**config.mk**
```make
export PLATFORM = sky130hd
export DESIGN_NAME = scr_synth_cal_regs
export DESIGN_NICKNAME = d
export VERILOG_FILES = /design/src/hw/scr_pkg.sv /design/src/hw/scr_field_reg.sv /design/src/hw/scr_wake_detect.sv /design/src/hw/scr_synth_cal_regs.sv
export SDC_FILE = /design/constraint.sdc
export NUM_CORES = 1
export LEC_CHECK = 0
export BUFFER_PORTS_ARGS = -buffer_cell sky130_fd_sc_hd__clkbuf_2
export CAP_MARGIN = 0
export CORE_MARGIN = 2
export CORE_UTILIZATION = 30
export DETAILED_ROUTE_END_ITERATION = 16
export PLACE_DENSITY = 0.59
export SYNTH_ARGS = -nofsm -noshare
export SYNTH_HDL_FRONTEND = slang
export SYNTH_SLANG_ARGS = --single-unit
```
**constraint.sdc**
```tcl
create_clock -name clk -period 1.9 [get_ports clk]
set_clock_uncertainty 0.2 [all_clocks]
set_input_delay 0.095 -clock clk [delete_from_list [all_inputs] [get_ports clk]]
set_output_delay 0.095 -clock clk [all_outputs]
set_load 0.05 [all_outputs]
```
**src/hw/scr_pkg.sv**
```systemverilog
// package: register map, field layout, reset values and bus types for the synth calibration registers
package scr_pkg;

    // ------------------------------------------------------------
    // register byte addresses (offsets are not word multiples, so index * 4)
    // ------------------------------------------------------------
    localparam logic [15:0] IDX_PUMP = 16'hDF1C;
    localparam logic [15:0] IDX_OSC = 16'hDF1D;
    localparam logic [15:0] IDX_COARSE = 16'hDF1E;
    localparam logic [15:0] IDX_CONTROL = 16'hDF1F;
    localparam logic [15:0] IDX_SENS = 16'hDF23;
    localparam logic [15:0] IDX_STATUS = 16'hDF30;
    localparam int ADDR_W = 18;
    localparam logic [17:0] ADR_PUMP = {IDX_PUMP, 2'h0};
    localparam logic [17:0] ADR_OSC = {IDX_OSC, 2'h0};
    localparam logic [17:0] ADR_COARSE = {IDX_COARSE, 2'h0};
    localparam logic [17:0] ADR_CONTROL = {IDX_CONTROL, 2'h0};
    localparam logic [17:0] ADR_SENS = {IDX_SENS, 2'h0};
    localparam logic [17:0] ADR_STATUS = {IDX_STATUS, 2'h0};

    // ------------------------------------------------------------
    // reset values and writable masks
    // ------------------------------------------------------------
    localparam logic [7:0] RST_PUMP = 8'hA9;
    localparam logic [7:0] RST_OSC = 8'h0A;
    localparam logic [7:0] RST_COARSE = 8'h20;
    localparam logic [7:0] RST_CONTROL = 8'h0D;
    localparam logic [7:0] RST_SENS = 8'h88;
    localparam logic [7:0] MSK_PUMP = 8'hFF;
    localparam logic [7:0] MSK_OSC = 8'h3F;
    localparam logic [7:0] MSK_COARSE = 8'h3F;
    localparam logic [7:0] MSK_CONTROL = 8'h7F;
    localparam logic [7:0] MSK_SENS = 8'hFF;

    // ------------------------------------------------------------
    // field positions
    // ------------------------------------------------------------
    localparam int POS_PUMP_CODE = 0;
    localparam int POS_PUMP_CAL_EN = 4;
    localparam int POS_PUMP_CFG = 6;
    localparam int POS_OSC_CORE_HIGH = 5;
    localparam int POS_STAT_PUMP_SKIP = 0;
    localparam int POS_STAT_DEEP_A = 1;
    localparam int POS_STAT_DEEP_B = 2;

    typedef enum logic [2:0] {
        SCR_IDLE = 3'h1,
        SCR_ANSWER = 3'h2,
        SCR_DONE = 3'h4
    } scr_bus_state_t;

    typedef struct packed {
        logic [17:0] address;
        logic read;
        logic write;
        logic [3:0] byteenable;
        logic [31:0] writedata;
    } scr_av_req_t;

    typedef struct packed {
        logic [31:0] readdata;
        logic waitrequest;
        logic readdatavalid_unused;
    } scr_av_rsp_t;

    typedef struct packed {
        logic [1:0] pump_cfg;
        logic [1:0] pump_current_cal_enable;
        logic [3:0] pump_code;
        logic oscillator_core_high_select;
        logic [4:0] osc_current;
        logic [5:0] coarse_code;
        logic [6:0] cal_control;
        logic [7:0] sens_test;
        logic pump_cal_skip;
    } scr_synth_cfg_t;

endpackage : scr_pkg

```
**src/hw/scr_field_reg.sv**
```systemverilog
// one software-writable register with masked bits and a restore-to-reset input
module scr_field_reg #(
    parameter logic [7:0] RESET_VAL = 8'h00,
    parameter logic [7:0] WR_MASK = 8'hFF
) (
    input wire logic clk,
    input wire logic rst_b,
    input wire logic restore,
    input wire logic wr_en,
    input wire logic [7:0] wr_data,
    output logic [7:0] value
);

    typedef struct packed {
        logic [7:0] val;
    } scr_fr_state_t;

    scr_fr_state_t state_ff;
    scr_fr_state_t nxt_state;

    always_comb begin
        nxt_state = state_ff;
        if (restore) begin
            nxt_state.val = RESET_VAL;
        end else if (wr_en) begin
            // unused positions stay zero whatever is written
            nxt_state.val = wr_data & WR_MASK;
        end
    end

    always_ff @(posedge clk) begin
        if (!rst_b) begin
            state_ff <= '{val: RESET_VAL};
        end else begin
            state_ff <= nxt_state;
        end
    end

    assign value = state_ff.val;

endmodule : scr_field_reg

```
**src/hw/scr_wake_detect.sv**
```systemverilog
// detects the return to active operation from either deepest low-power mode
module scr_wake_detect (
    input wire logic clk,
    input wire logic rst_b,
    input wire logic deep_sleep_mode_a,
    input wire logic deep_sleep_mode_b,
    output logic wake_pulse
);

    typedef struct packed {
        logic was_deep;
        logic pulse;
    } scr_wd_state_t;

    scr_wd_state_t state_ff;
    scr_wd_state_t nxt_state;

    always_comb begin
        nxt_state.was_deep = deep_sleep_mode_a | deep_sleep_mode_b;
        // falling edge of the combined sleep level marks the resume
        nxt_state.pulse = state_ff.was_deep & ~(deep_sleep_mode_a | deep_sleep_mode_b);
    end

    always_ff @(posedge clk) begin
        if (!rst_b) begin
            state_ff <= '{was_deep: 1'b0, pulse: 1'b0};
        end else begin
            state_ff <= nxt_state;
        end
    end

    assign wake_pulse = state_ff.pulse;

endmodule : scr_wake_detect

```
**src/hw/scr_synth_cal_regs.sv**
```systemverilog
// synth calibration register bank behind an avalon-mm slave
//
// The Avalon-MM slave port is this design's own decision.

module scr_synth_cal_regs (
    input wire logic clk,
    input wire logic rst_b,
    input wire scr_pkg::scr_av_req_t av_req,
    output scr_pkg::scr_av_rsp_t av_rsp,
    input wire logic deep_sleep_mode_a,
    input wire logic deep_sleep_mode_b,
    output scr_pkg::scr_synth_cfg_t synth_cfg
);

    // ------------------------------------------------------------
    // state
    // ------------------------------------------------------------
    typedef struct packed {
        scr_pkg::scr_bus_state_t bus;
        logic waitrequest;
        logic [31:0] readdata;
        scr_pkg::scr_synth_cfg_t cfg;
    } scr_top_state_t;

    scr_top_state_t state_ff;
    scr_top_state_t nxt_state;

    logic wake_pulse;
    logic [7:0] pump_val;
    logic [7:0] osc_val;
    logic [7:0] coarse_val;
    logic [7:0] control_val;
    logic [7:0] sens_val;
    logic wr_fire;
    logic [7:0] wdata;

    // ------------------------------------------------------------
    // write strobe: taken only in the answer cycle, so exactly once
    // ------------------------------------------------------------
    assign wr_fire = av_req.write && !av_req.read && (state_ff.bus == scr_pkg::SCR_ANSWER)
        && av_req.byteenable[0];
    assign wdata = av_req.writedata[7:0];

    scr_wake_detect u_wake (
        .clk(clk),
        .rst_b(rst_b),
        .deep_sleep_mode_a(deep_sleep_mode_a),
        .deep_sleep_mode_b(deep_sleep_mode_b),
        .wake_pulse(wake_pulse)
    );

    // ------------------------------------------------------------
    // registers
    // ------------------------------------------------------------
    // result registers restore on wake; a software write loads saved hop values
    scr_field_reg #(.RESET_VAL(scr_pkg::RST_PUMP), .WR_MASK(scr_pkg::MSK_PUMP)) u_pump (
        .clk(clk),
        .rst_b(rst_b),
        .restore(wake_pulse),
        .wr_en(wr_fire && av_req.address == scr_pkg::ADR_PUMP),
        .wr_data(wdata),
        .value(pump_val)
    );

    scr_field_reg #(.RESET_VAL(scr_pkg::RST_OSC), .WR_MASK(scr_pkg::MSK_OSC)) u_osc (
        .clk(clk),
        .rst_b(rst_b),
        .restore(wake_pulse),
        .wr_en(wr_fire && av_req.address == scr_pkg::ADR_OSC),
        .wr_data(wdata),
        .value(osc_val)
    );

    scr_field_reg #(.RESET_VAL(scr_pkg::RST_COARSE), .WR_MASK(scr_pkg::MSK_COARSE)) u_coarse (
        .clk(clk),
        .rst_b(rst_b),
        .restore(wake_pulse),
        .wr_en(wr_fire && av_req.address == scr_pkg::ADR_COARSE),
        .wr_data(wdata),
        .value(coarse_val)
    );

    // control and test settings keep their value through sleep
    scr_field_reg #(.RESET_VAL(scr_pkg::RST_CONTROL), .WR_MASK(scr_pkg::MSK_CONTROL)) u_control (
        .clk(clk),
        .rst_b(rst_b),
        .restore(1'b0),
        .wr_en(wr_fire && av_req.address == scr_pkg::ADR_CONTROL),
        .wr_data(wdata),
        .value(control_val)
    );

    scr_field_reg #(.RESET_VAL(scr_pkg::RST_SENS), .WR_MASK(scr_pkg::MSK_SENS)) u_sens (
        .clk(clk),
        .rst_b(rst_b),
        .restore(1'b0),
        .wr_en(wr_fire && av_req.address == scr_pkg::ADR_SENS),
        .wr_data(wdata),
        .value(sens_val)
    );

    // ------------------------------------------------------------
    // bus answer and outputs
    // ------------------------------------------------------------
    always_comb begin
        nxt_state = state_ff;
        // fields to the synthesizer; registered so outputs come from flops
        nxt_state.cfg.pump_cfg = pump_val[scr_pkg::POS_PUMP_CFG +: 2];
        nxt_state.cfg.pump_current_cal_enable = pump_val[scr_pkg::POS_PUMP_CAL_EN +: 2];
        nxt_state.cfg.pump_code = pump_val[scr_pkg::POS_PUMP_CODE +: 4];
        nxt_state.cfg.oscillator_core_high_select = osc_val[scr_pkg::POS_OSC_CORE_HIGH];
        nxt_state.cfg.osc_current = osc_val[4:0];
        nxt_state.cfg.coarse_code = coarse_val[5:0];
        nxt_state.cfg.cal_control = control_val[6:0];
        nxt_state.cfg.sens_test = sens_val;
        nxt_state.cfg.pump_cal_skip = (pump_val[scr_pkg::POS_PUMP_CAL_EN +: 2] == 2'h0);
        case (state_ff.bus)
            scr_pkg::SCR_IDLE: begin
                nxt_state.waitrequest = 1'b1;
                if (av_req.read ^ av_req.write) begin
                    nxt_state.bus = scr_pkg::SCR_ANSWER;
                    nxt_state.waitrequest = 1'b0;
                    // unmapped reads and reserved bits answer zero
                    case (av_req.address)
                        scr_pkg::ADR_PUMP: nxt_state.readdata = {24'h000000, pump_val};
                        scr_pkg::ADR_OSC: nxt_state.readdata = {24'h000000, osc_val};
                        scr_pkg::ADR_COARSE: nxt_state.readdata = {24'h000000, coarse_val};
                        scr_pkg::ADR_CONTROL: nxt_state.readdata = {24'h000000, control_val};
                        scr_pkg::ADR_SENS: nxt_state.readdata = {24'h000000, sens_val};
                        scr_pkg::ADR_STATUS: nxt_state.readdata = {29'h00000000,
                            deep_sleep_mode_b, deep_sleep_mode_a, state_ff.cfg.pump_cal_skip};
                        default: nxt_state.readdata = 32'h00000000;
                    endcase
                end
            end
            scr_pkg::SCR_ANSWER: begin
                // the answer edge; drop waitrequest for one cycle only
                nxt_state.bus = scr_pkg::SCR_DONE;
                nxt_state.waitrequest = 1'b1;
            end
            scr_pkg::SCR_DONE: begin
                // one idle cycle lets the master release before a new decode
                nxt_state.bus = scr_pkg::SCR_IDLE;
                nxt_state.waitrequest = 1'b1;
            end
            default: begin
                nxt_state.bus = scr_pkg::SCR_IDLE;
                nxt_state.waitrequest = 1'b1;
            end
        endcase
    end

    always_ff @(posedge clk) begin
        if (!rst_b) begin
            state_ff.bus <= scr_pkg::SCR_IDLE;
            state_ff.waitrequest <= 1'b1;
            state_ff.readdata <= 32'h00000000;
            state_ff.cfg <= '0;
        end else begin
            state_ff <= nxt_state;
        end
    end

    assign av_rsp.readdata = state_ff.readdata;
    assign av_rsp.waitrequest = state_ff.waitrequest;
    assign av_rsp.readdatavalid_unused = 1'b0;
    assign synth_cfg = state_ff.cfg;

endmodule : scr_synth_cal_regs

```
==> flow_results.xml, run 1 <==
<?xml version="1.0" encoding="UTF-8"?>
<metrics>
  <group name="clock_tree">
    <metric name="tritoncts" unit="">built</metric>
    <metric name="cts_buffer_depth" unit="">2</metric>
    <metric name="h-tree-depth" unit="">3</metric>
    <metric name="clock_sinks" unit="">85</metric>
    <metric name="cts_inserted_buffers" unit="">9</metric>
    <metric name="worst_skew_pair.late_latency" unit="ns">0.34</metric>
    <metric name="cts_root_buf" unit="">sky130_fd_sc_hd__clkbuf_16</metric>
    <metric name="path_clk_slew" unit="ns">0.06</metric>
  </group>
  <group name="placed_design">
    <metric name="routability_congestion" unit="">0.843</metric>
    <metric name="count_of_buffers_inserted_at_the_top_level_ports" unit="">77</metric>
    <metric name="place_ws" unit="ns">-0.135</metric>
    <metric name="place.detailed.hpwl" unit="mm">7.19</metric>
  </group>
  <group name="layout">
    <metric name="post_route_cells_drive_above_1_share" unit="%">31.4</metric>
    <metric name="syn_to_final_growth" unit="%">19.8</metric>
    <metric name="filler_cell_count" unit="">1306</metric>
    <metric name="finish.net_count" unit="">528</metric>
    <metric name="antennaDiodeCount" unit="">0</metric>
    <metric name="regArea" unit="mm^2">0.00170</metric>
    <metric name="multi_input_comb_area" unit="mm^2">0.00161</metric>
  </group>
  <group name="timing">
    <metric name="report.final.slew_viol_count" unit="">0</metric>
    <metric name="finalSetupViolCount" unit="">4</metric>
    <metric name="final-hold-violation-count" unit="">0</metric>
    <metric name="rsz_0062_raised_after_global_routing" unit="">yes</metric>
    <metric name="timing.final.crit_share" unit="%">103</metric>
    <metric name="max-slew-margin-rel" unit="%">65.1</metric>
    <metric name="final.min_clock_period" unit="ns">1.95</metric>
    <metric name="fmax" unit="MHz">513</metric>
    <metric name="setup_ws" unit="ns">-0.0492</metric>
    <metric name="max_slew.worst_pin.slew" unit="ns">0.519</metric>
  </group>
  <group name="power">
    <metric name="p_per_area" unit="mW/mm^2">864</metric>
    <metric name="vdd_drop_max" unit="mV">0.378</metric>
    <metric name="p_leak" unit="uW">0.00222</metric>
    <metric name="report.power.total" unit="uW">3960</metric>
  </group>
  <group name="floorplan">
    <metric name="design.portCount" unit="">130</metric>
    <metric name="initial_utilization" unit="%">30.5</metric>
    <metric name="core_area" unit="mm^2">0.0125</metric>
    <metric name="die_height" unit="um">117</metric>
    <metric name="row_count" unit="">41</metric>
    <metric name="die_area" unit="mm^2">0.0137</metric>
    <metric name="die_x" unit="um">117</metric>
  </group>
  <group name="logic_synthesis">
    <metric name="ys_seq_elements" unit="">85</metric>
    <metric name="yosysMostFrequentCell" unit="">sky130_fd_sc_hd__dfxtp_1</metric>
    <metric name="yosysTopAreaCellShare" unit="%">44.5</metric>
    <metric name="postSynth.asyncResetShare" unit="%">0</metric>
    <metric name="yosysTopAreaCell" unit="">sky130_fd_sc_hd__dfxtp_1</metric>
    <metric name="dominantRegCellSynth" unit="">sky130_fd_sc_hd__dfxtp_1</metric>
    <metric name="synth_top_cells_by_count" unit="">sky130_fd_sc_hd__dfxtp_1 (85), sky130_fd_sc_hd__buf_4 (71), sky130_fd_sc_hd__nand2_1 (40)</metric>
    <metric name="synthTopCellsByArea" unit="">sky130_fd_sc_hd__dfxtp_1 (45%), sky130_fd_sc_hd__buf_4 (14%), sky130_fd_sc_hd__mux2i_1 (7.9%)</metric>
    <metric name="synth-edff-count" unit="">0</metric>
    <metric name="synth_seq_area_share" unit="%">44.5</metric>
    <metric name="synth-warning-count" unit="">0</metric>
    <metric name="syn_inst" unit="">400</metric>
    <metric name="synth_area" unit="mm^2">0.00382</metric>
    <metric name="synthDistinctLibCells" unit="">51</metric>
    <metric name="synth_area_per_cell" unit="um^2">9.56</metric>
  </group>
  <group name="routing">
    <metric name="highest-signal-layer" unit="">met4</metric>
    <metric name="vias_per_cell" unit="">4.42</metric>
    <metric name="drt_pass1_iterations" unit="">4</metric>
    <metric name="dr_total_vias" unit="">2845</metric>
    <metric name="final_antenna_net_count" unit="">0</metric>
    <metric name="wire_length_the_detailed_router_placed_on_met1" unit="mm">4.28</metric>
    <metric name="drt_wl_total" unit="mm">9.47</metric>
    <metric name="drt_iter0_drc" unit="">187</metric>
    <metric name="post_drt_wl_per_cell" unit="um">14.7</metric>
    <metric name="met3_wirelength" unit="um">547</metric>
    <metric name="met2_length" unit="mm">4.41</metric>
    <metric name="drc" unit="">0</metric>
  </group>
  <group name="global_route">
    <metric name="grt_first_pass_wirelength" unit="mm">14.4</metric>
    <metric name="grt_max_degree" unit="">27</metric>
    <metric name="grt_overflow_total" unit="">0</metric>
    <metric name="track_usage" unit="%">14.0</metric>
    <metric name="antenna_found_initial" unit="">0</metric>
    <metric name="number_of_global_route_vias_before_repair" unit="">2751</metric>
  </group>
  <group name="worst_hold_path">
    <metric name="hold_path_class" unit="">input port to register</metric>
  </group>
  <group name="setup_path">
    <metric name="criticalPathCategory" unit="">register to register</metric>
    <metric name="req_time_crit_path" unit="ns">1.92</metric>
    <metric name="end_kind" unit="">register</metric>
    <metric name="crit_path_start_kind" unit="">register</metric>
    <metric name="cp_max_fo" unit="">4</metric>
    <metric name="worst-endpoint-arrival" unit="ns">1.97</metric>
  </group>
  <group name="run">
    <metric name="max_cap_viol_count" unit="">0</metric>
  </group>
  <group name="run_status">
    <metric name="violated_checks" unit="">negative setup slack</metric>
    <metric name="run_status" unit="">complete, but fails checks</metric>
  </group>
</metrics>
area by class of cell:
type                            instances  share of cell area (%)
Sequential cell                        85                    37.2
Clock buffer                           13                    5.68
Inverter                               15                    1.23
Timing Repair Buffer                  117                    15.7
Tap cell                              172                    4.70
Clock inverter                          3                   0.437
Multi-Input combinational cell        239                    35.1
critical path: stages (launching register included):
cell	delay [ns]
sky130_fd_sc_hd__dfxtp_2	0.34
sky130_fd_sc_hd__or3b_4	0.41
sky130_fd_sc_hd__nor4_4	0.25
sky130_fd_sc_hd__buf_4	0.21
sky130_fd_sc_hd__nand3_4	0.11
sky130_fd_sc_hd__buf_6	0.16
sky130_fd_sc_hd__mux2i_2	0.15
through the flow:
stage	instances	area (um^2)	setup TNS [ns]	utilization, %	hold WS [ns]
after detailed placement	616	4140	-2.24	33.1	0.175
after CTS	643	4550	0	36.4	0.0241
after global placement	616	4140	-1.36	33.1	0.163
after global routing	644	4580	-0.486	36.6	0.0518
final	644	4580	-0.106	36.6	0.0358
after floorplan	424	3920	-1.87	-	-0.0230
state kept, by name (all words and copies together) (netlist names):
signal and cells:
u_control.value 7, u_pump.value 8, u_wake.wake_pulse 1, u_osc.value 6
av_rsp 9, state_ff 3, u_wake.state_ff 1, u_coarse.value 6
synth_cfg 36, u_sens.value 8
power breakdown:
group	total, uW	internal, uW	leakage (uW)	switching, uW
sequential	1830	1810	0.000691	13.7
combinational	479	136	0.00140	342
clock	1650	956	0.000132	697
layer usage:
metal / up-vias / GRT usage, %
li1: 1403 / -
met1: 1342 / 18.4
met2: 83 / 22.0
met3: 17 / 3.76
met4: 0 / 5.73
met5: - / 0
kinds of logic after synthesis:
group | Yosys count | share of synthesized area [%]
adders and majority gates | 1 | 0.327
buffers and inverters | 100 | 16.8
AOI/OAI and AO/OA | 37 | 6.71
other | 1 | 0.0981
muxes | 36 | 10.2
and+or+nand+nor | 140 | 21.3
DFF | 85 | 44.5
path summary, 6_finish.rpt:
path / startpoint / slack (ns) / depth (start not counted) / endpoint
setup / recovery: state_ff[70] / -0.05 / 6 / u_control.value[1]
hold / removal: av_req[36] / 0.04 / 4 / av_rsp[1]
setup reg to reg: state_ff[70] / -0.05 / 6 / u_control.value[1]
hold reg to reg: u_wake.state_ff[1] / 0.27 / 1 / u_wake.wake_pulse
layout by cell type, fill, tap and decap left out, types with 3 or more instances in the layout:
master	count
sky130_fd_sc_hd__dfxtp_1	83
sky130_fd_sc_hd__clkbuf_2	77
sky130_fd_sc_hd__nand2_1	40
sky130_fd_sc_hd__mux2i_1	29
sky130_fd_sc_hd__and2_1	28
sky130_fd_sc_hd__buf_4	28
sky130_fd_sc_hd__conb_1	25
sky130_fd_sc_hd__nor2_1	23
sky130_fd_sc_hd__inv_1	15
sky130_fd_sc_hd__nand3_1	11
sky130_fd_sc_hd__dlygate4sd3_1	11
sky130_fd_sc_hd__clkbuf_16	9
sky130_fd_sc_hd__a22o_1	7
sky130_fd_sc_hd__o21ai_0	6
sky130_fd_sc_hd__a32oi_1	5
sky130_fd_sc_hd__and3_1	4
sky130_fd_sc_hd__mux2_2	4
sky130_fd_sc_hd__a31oi_1	4
sky130_fd_sc_hd__a21oi_1	4
sky130_fd_sc_hd__o21ai_2	3
sky130_fd_sc_hd__nor3_1	3
repair_timing:
| action | CTS | global route |
|---|---|---|
| endpoints found under the setup margin | 33 | 25 |
| gates resized for setup | 5 | 7 |
| hold buffers | 11 | 0 |
| endpoints found under the hold margin | 42 | 0 |
| pin swaps | 1 | 4 |
| buffers inserted | 0 | 1 |
Note: power is estimated with default switching activity, not from simulation.
==> inputs of run 2 (changes only) <==
--- a/config.mk
+++ b/config.mk
@@ -10,7 +10,7 @@
 export CORE_MARGIN = 2
 export CORE_UTILIZATION = 30
 export DETAILED_ROUTE_END_ITERATION = 16
-export PLACE_DENSITY = 0.59
+export PLACE_DENSITY = 0.57
 export SYNTH_ARGS = -nofsm -noshare
 export SYNTH_HDL_FRONTEND = slang
 export SYNTH_SLANG_ARGS = --single-unit
==> constraint.sdc (replaced) <==
create_clock -name clk -period 1.8 [get_ports clk]
set_clock_uncertainty 0.2 [all_clocks]
set_input_delay 0.09 -clock clk [delete_from_list [all_inputs] [get_ports clk]]
set_output_delay 0.09 -clock clk [all_outputs]
set_load 0.05 [all_outputs]
==> flow_results.xml, run 2 (synthesis gave the netlist of run 1 again) <==
<?xml version="1.0" encoding="UTF-8"?>
<metrics>
  <group name="power">
    <metric name="power_switching" unit="uW">1080</metric>
    <metric name="netSwitchingFraction" unit="%">26.4</metric>
    <metric name="p_clk_share" unit="%">40.6</metric>
    <metric name="p_per_area" unit="mW/mm^2">878</metric>
    <metric name="p_leak" unit="uW">0.00229</metric>
    <metric name="p_int" unit="uW">3030</metric>
    <metric name="seq_power_share" unit="%">46.8</metric>
    <metric name="p_comb_share" unit="%">12.6</metric>
    <metric name="vdd_drop_max" unit="mV">0.474</metric>
  </group>
  <group name="timing">
    <metric name="setup_ws" unit="ns">-0.0648</metric>
    <metric name="rsz_0062_raised_after_global_routing" unit="">yes</metric>
    <metric name="final.min_clock_period" unit="ns">1.86</metric>
    <metric name="fin_tns_setup" unit="ns">-0.340</metric>
    <metric name="finalSetupViolCount" unit="">14</metric>
    <metric name="final.hold.worst_slack" unit="ns">-0.0118</metric>
    <metric name="timing.final.crit_share" unit="%">104</metric>
    <metric name="final-hold-violation-count" unit="">1</metric>
    <metric name="fmax" unit="MHz">536</metric>
    <metric name="report.final.slew_viol_count" unit="">0</metric>
  </group>
  <group name="floorplan">
    <metric name="die_height" unit="um">117</metric>
    <metric name="core_area" unit="mm^2">0.0125</metric>
    <metric name="row_count" unit="">41</metric>
    <metric name="die_x" unit="um">117</metric>
    <metric name="initial_utilization" unit="%">30.5</metric>
    <metric name="design.portCount" unit="">130</metric>
    <metric name="die_area" unit="mm^2">0.0137</metric>
  </group>
  <group name="routing">
    <metric name="post_drt_wl_per_cell" unit="um">13.9</metric>
    <metric name="vias_per_cell" unit="">4.31</metric>
    <metric name="drc" unit="">0</metric>
    <metric name="dr_total_vias" unit="">2817</metric>
    <metric name="drt_iter0_drc" unit="">125</metric>
    <metric name="drt_wl_total" unit="mm">9.06</metric>
    <metric name="drt_pass1_iterations" unit="">4</metric>
    <metric name="final_antenna_net_count" unit="">0</metric>
  </group>
  <group name="global_route">
    <metric name="grt_overflow_total" unit="">0</metric>
    <metric name="number_of_global_route_vias_before_repair" unit="">2737</metric>
    <metric name="grt_first_pass_wirelength" unit="mm">13.9</metric>
    <metric name="antenna_found_initial" unit="">0</metric>
    <metric name="track_usage" unit="%">13.6</metric>
    <metric name="grt_max_degree" unit="">34</metric>
  </group>
  <group name="setup_path">
    <metric name="worst_path_max_delay_cell" unit="">sky130_fd_sc_hd__or4_4</metric>
    <metric name="worst-path-buf-inv" unit="">0</metric>
    <metric name="worst-endpoint-arrival" unit="ns">1.87</metric>
    <metric name="crit_path_start_kind" unit="">register</metric>
    <metric name="ordered_list_of_cells_on_the_worst_path" unit="">or3b_4 &gt; or4_4 &gt; o21ai_2 &gt; a21oi_1</metric>
    <metric name="cp_max_fo" unit="">3</metric>
    <metric name="critPathMaxStageDelay" unit="ns">0.58</metric>
    <metric name="criticalPathCategory" unit="">register to register</metric>
    <metric name="critical_path_s_top_delay_family" unit="">simple AND/OR/NAND/NOR gates</metric>
    <metric name="req_time_crit_path" unit="ns">1.81</metric>
    <metric name="end_kind" unit="">register</metric>
  </group>
  <group name="layout">
    <metric name="post_route_cells_drive_above_1_share" unit="%">33.1</metric>
    <metric name="syn_to_final_growth" unit="%">22.4</metric>
    <metric name="filler_cell_count" unit="">1310</metric>
    <metric name="regArea" unit="mm^2">0.00170</metric>
    <metric name="mostFrequentLayoutCells" unit="">sky130_fd_sc_hd__dfxtp_1 (83), sky130_fd_sc_hd__clkbuf_2 (77), sky130_fd_sc_hd__nand2_1 (40), sky130_fd_sc_hd__buf_4 (34), sky130_fd_sc_hd__mux2i_1 (30)</metric>
    <metric name="final_common_cell" unit="">sky130_fd_sc_hd__dfxtp_1</metric>
    <metric name="multi_input_comb_area" unit="mm^2">0.00161</metric>
    <metric name="final_util" unit="%">37.4</metric>
    <metric name="antennaDiodeCount" unit="">0</metric>
    <metric name="max_ffs_per_register" unit="">36</metric>
    <metric name="finish.net_count" unit="">538</metric>
    <metric name="total_non_filler_cell_area_in_the_finished_layout" unit="mm^2">0.00468</metric>
  </group>
  <group name="clock_tree">
    <metric name="clock_sinks" unit="">85</metric>
    <metric name="post_cts.repair.setup_buffers" unit="">0</metric>
    <metric name="cts_inserted_buffers" unit="">9</metric>
    <metric name="tritoncts" unit="">built</metric>
    <metric name="cts_buffer_depth" unit="">2</metric>
    <metric name="worst_skew_pair.late_latency" unit="ns">0.34</metric>
    <metric name="h-tree-depth" unit="">3</metric>
    <metric name="cts_root_buf" unit="">sky130_fd_sc_hd__clkbuf_16</metric>
    <metric name="path_clk_slew" unit="ns">0.06</metric>
  </group>
  <group name="placed_design">
    <metric name="count_of_buffers_inserted_at_the_top_level_ports" unit="">77</metric>
    <metric name="placed_area" unit="mm^2">0.00425</metric>
    <metric name="routability_congestion" unit="">0.910</metric>
    <metric name="place.detailed.hpwl" unit="mm">7.03</metric>
  </group>
  <group name="run_status">
    <metric name="run_status" unit="">complete, but fails checks</metric>
    <metric name="violated_checks" unit="">negative hold slack, negative setup slack</metric>
  </group>
  <group name="worst_hold_path">
    <metric name="hold_path_class" unit="">input port to register</metric>
  </group>
  <group name="run">
    <metric name="max_cap_viol_count" unit="">0</metric>
  </group>
</metrics>
## run 2: worst min-delay path: stages
cell and delay, ns:
sky130_fd_sc_hd__clkbuf_2 0.08, sky130_fd_sc_hd__ha_1 0.17, sky130_fd_sc_hd__nor4b_2 0.06, sky130_fd_sc_hd__nand2_1 0.08
## run 2: final timing paths
check | start | endpoint | slack (ns) | depth (start not counted)
hold / removal | av_req[36] | av_rsp[1] | -0.01 | 4
setup reg to reg | state_ff[71] | u_pump.value[6] | -0.06 | 4
hold reg to reg | u_control.value[4] | synth_cfg[13] | 0.25 | 2
setup / recovery | state_ff[71] | u_pump.value[6] | -0.06 | 4
## run 2: metrics by stage
stage,total power [uW],setup WS [ns],std cells
6_report,4110,-0.0648,653
5_1_grt,4260,-0.129,653
4_1_cts,4140,-0.0629,653
3_5_place_dp,2460,-0.202,627
3_3_place_gp,2450,-0.167,627
2_1_floorplan,2380,-0.219,424
## run 2: what timing repair did
action | in CTS | in global routing
endpoints found under the setup margin | 34 | 33
pin swaps | 3 | 2
hold buffers | 11 | 0
hold endpoints to repair | 40 | 0
gates resized for setup | 7 | 7
## run 2: final cells by class
cell class / count / area share [%]
Clock buffer: 11 / 5.19
Multi-Input combinational cell: 239 / 34.5
Tap cell: 172 / 4.60
Clock inverter: 4 / 0.535
Sequential cell: 85 / 36.4
Timing Repair Buffer: 127 / 17.6
Inverter: 15 / 1.20
## run 2: routing by layer
layer  part of all wire [%]  global-route usage [%]
met1                     45                    16.9
met2                     47                    22.2
met3                    4.8                    3.35
met4                    2.8                    6.59
met5                      0                       0
## run 2: power groups by stage
stage | logic, uW | registers (uW) | clock network, uW
6_report | 517 | 1930 | 1670
5_1_grt | 557 | 1930 | 1770
4_1_cts | 514 | 1930 | 1700
3_5_place_dp | 489 | 1970 | 0
3_3_place_gp | 486 | 1970 | 0
2_1_floorplan | 417 | 1960 | 0
==> inputs of run 3 (changes only) <==
--- a/config.mk
+++ b/config.mk
@@ -11,6 +11,7 @@
 export CORE_UTILIZATION = 30
 export DETAILED_ROUTE_END_ITERATION = 16
 export PLACE_DENSITY = 0.57
+export RECOVER_POWER = 100
 export SYNTH_ARGS = -nofsm -noshare
 export SYNTH_HDL_FRONTEND = slang
 export SYNTH_SLANG_ARGS = --single-unit
==> flow_results.xml, run 3 (synthesis gave the netlist of run 1 again) <==
<?xml version="1.0" encoding="UTF-8"?>
<metrics>
  <group name="floorplan">
    <metric name="initial_utilization" unit="%">30.5</metric>
    <metric name="die_height" unit="um">117</metric>
    <metric name="die_area" unit="mm^2">0.0137</metric>
    <metric name="row_count" unit="">41</metric>
    <metric name="die_x" unit="um">117</metric>
    <metric name="design.portCount" unit="">130</metric>
    <metric name="core_area" unit="mm^2">0.0125</metric>
  </group>
  <group name="layout">
    <metric name="mostFrequentLayoutCells" unit="">sky130_fd_sc_hd__dfxtp_1 (83), sky130_fd_sc_hd__clkbuf_1 (50), sky130_fd_sc_hd__nand2_1 (40), sky130_fd_sc_hd__clkbuf_2 (32), sky130_fd_sc_hd__buf_4 (31)</metric>
    <metric name="post_route_cells_drive_above_1_share" unit="%">22.7</metric>
    <metric name="final-instance-count-excl-fill" unit="">653</metric>
    <metric name="final_util" unit="%">36.7</metric>
    <metric name="final_common_cell" unit="">sky130_fd_sc_hd__dfxtp_1</metric>
    <metric name="max_ffs_per_register" unit="">36</metric>
    <metric name="antennaDiodeCount" unit="">0</metric>
    <metric name="finish.net_count" unit="">538</metric>
    <metric name="syn_to_final_growth" unit="%">20.2</metric>
  </group>
  <group name="run_status">
    <metric name="violated_checks" unit="">negative hold slack, negative setup slack</metric>
    <metric name="run_status" unit="">complete, but fails checks</metric>
  </group>
  <group name="timing">
    <metric name="fmax" unit="MHz">536</metric>
    <metric name="rsz_0062_raised_after_global_routing" unit="">yes</metric>
    <metric name="max_slew.worst_pin.slew" unit="ns">0.617</metric>
    <metric name="report.final.slew_viol_count" unit="">0</metric>
    <metric name="setup_ws" unit="ns">-0.0660</metric>
    <metric name="finalSetupViolCount" unit="">14</metric>
    <metric name="final.hold.worst_slack" unit="ns">-0.0141</metric>
    <metric name="final.min_clock_period" unit="ns">1.87</metric>
    <metric name="max-slew-margin-rel" unit="%">59.1</metric>
    <metric name="fin_tns_setup" unit="ns">-0.332</metric>
    <metric name="timing.final.crit_share" unit="%">104</metric>
    <metric name="final-hold-violation-count" unit="">1</metric>
  </group>
  <group name="global_route">
    <metric name="grt_overflow_total" unit="">0</metric>
    <metric name="antenna_found_initial" unit="">0</metric>
    <metric name="use_met2" unit="%">22.2</metric>
    <metric name="globalRouteMet3Util" unit="%">3.35</metric>
    <metric name="track_usage" unit="%">13.6</metric>
    <metric name="met1_usage" unit="%">16.9</metric>
    <metric name="number_of_global_route_vias_before_repair" unit="">2737</metric>
    <metric name="grt_first_pass_wirelength" unit="mm">13.9</metric>
    <metric name="global_route.peak_usage_layer" unit="">met2</metric>
    <metric name="grt_max_degree" unit="">34</metric>
  </group>
  <group name="clock_tree">
    <metric name="path_clk_slew" unit="ns">0.06</metric>
    <metric name="cts_root_buf" unit="">sky130_fd_sc_hd__clkbuf_16</metric>
    <metric name="worst_skew_pair.late_latency" unit="ns">0.34</metric>
    <metric name="cts_buffer_depth" unit="">2</metric>
    <metric name="cts_inserted_buffers" unit="">9</metric>
    <metric name="post_cts.repair.setup_buffers" unit="">0</metric>
    <metric name="tritoncts" unit="">built</metric>
    <metric name="h-tree-depth" unit="">3</metric>
    <metric name="clock_sinks" unit="">85</metric>
  </group>
  <group name="routing">
    <metric name="vias_per_cell" unit="">4.31</metric>
    <metric name="drt_iter0_drc" unit="">122</metric>
    <metric name="drc" unit="">0</metric>
    <metric name="post_drt_wl_per_cell" unit="um">13.8</metric>
    <metric name="drt_pass1_iterations" unit="">4</metric>
    <metric name="dr_total_vias" unit="">2815</metric>
    <metric name="final_antenna_net_count" unit="">0</metric>
    <metric name="drt_wl_total" unit="mm">9.04</metric>
  </group>
  <group name="setup_path">
    <metric name="regToRegStartpoint" unit="">state_ff[71]</metric>
    <metric name="timing.critical_path.from" unit="">state_ff[71]</metric>
    <metric name="crit_path_start_kind" unit="">register</metric>
    <metric name="end_kind" unit="">register</metric>
    <metric name="req_time_crit_path" unit="ns">1.81</metric>
    <metric name="timing.reg2reg.setup_slack" unit="ns">-0.07</metric>
    <metric name="cp_max_fo" unit="">3</metric>
    <metric name="criticalPathCategory" unit="">register to register</metric>
    <metric name="worst-endpoint-arrival" unit="ns">1.87</metric>
  </group>
  <group name="worst_hold_path">
    <metric name="hold_path_class" unit="">input port to register</metric>
    <metric name="worstHoldStart" unit="">av_req[36]</metric>
  </group>
  <group name="placed_design">
    <metric name="post-place-cells" unit="">627</metric>
    <metric name="place.detailed.hpwl" unit="mm">7.03</metric>
    <metric name="count_of_buffers_inserted_at_the_top_level_ports" unit="">77</metric>
    <metric name="routability_congestion" unit="">0.910</metric>
  </group>
  <group name="power">
    <metric name="p_leak" unit="uW">0.00211</metric>
    <metric name="p_per_area" unit="mW/mm^2">892</metric>
    <metric name="vdd_drop_max" unit="mV">0.474</metric>
    <metric name="report.power.total" unit="uW">4100</metric>
  </group>
  <group name="run">
    <metric name="max_cap_viol_count" unit="">0</metric>
  </group>
</metrics>
-- run 3: path summary, 6_finish.rpt --
kind	cells past startpoint	end
hold / removal	4	av_rsp[1]
setup reg to reg	4	u_pump.value[6]
setup / recovery	4	u_pump.value[6]
hold reg to reg	2	synth_cfg[13]
-- run 3: area by class of cell --
| class | count | area, um^2 |
|---|---|---|
| flip-flops and latches | 85 | 1700 |
| fillers | 1333 | 7920 |
| well taps | 172 | 215 |
| inverters | 15 | 56.3 |
| clock inverters | 4 | 25.0 |
| multi-input cells | 239 | 1610 |
| clock buffers | 11 | 243 |
| repair buffers | 127 | 741 |
-- run 3: metrics by stage --
stage               hold slack (ns)  worst slack (ns)  instance area, um^2
CTS                         -0.0190           -0.0629                 4650
floorplan                   -0.0280            -0.219                 3930
global placement              0.140            -0.167                 4250
global route                 0.0293            -0.129                 4590
finish                      -0.0141           -0.0660                 4590
detailed placement            0.157            -0.202                 4250
-- run 3: metal layers --
layer | routed length [um] | part of all wire [%]
met5 | 0 | 0
met4 | 256 | 2.8
met3 | 458 | 5.1
met2 | 4330 | 48
met1 | 4000 | 44
-- run 3: worst max-delay path, cell delays in order, from the launching register on --
cell                      delay (ns)
sky130_fd_sc_hd__dfxtp_2        0.32
sky130_fd_sc_hd__or3b_4         0.42
sky130_fd_sc_hd__or4_4          0.58
sky130_fd_sc_hd__o21ai_2        0.15
sky130_fd_sc_hd__a21oi_1        0.07
-- run 3: report_power, final --
part	internal [uW]	total, uW	switching (uW)
sequential	1910	1930	11.6
clock	959	1670	711
combinational	142	503	361
-- run 3: what timing repair did --
item | in CTS | in global routing
endpoints found under the hold margin | 40 | 0
setup endpoints to repair | 34 | 33
hold buffers | 11 | 0
resized for setup | 7 | 7
pin swaps | 3 | 2
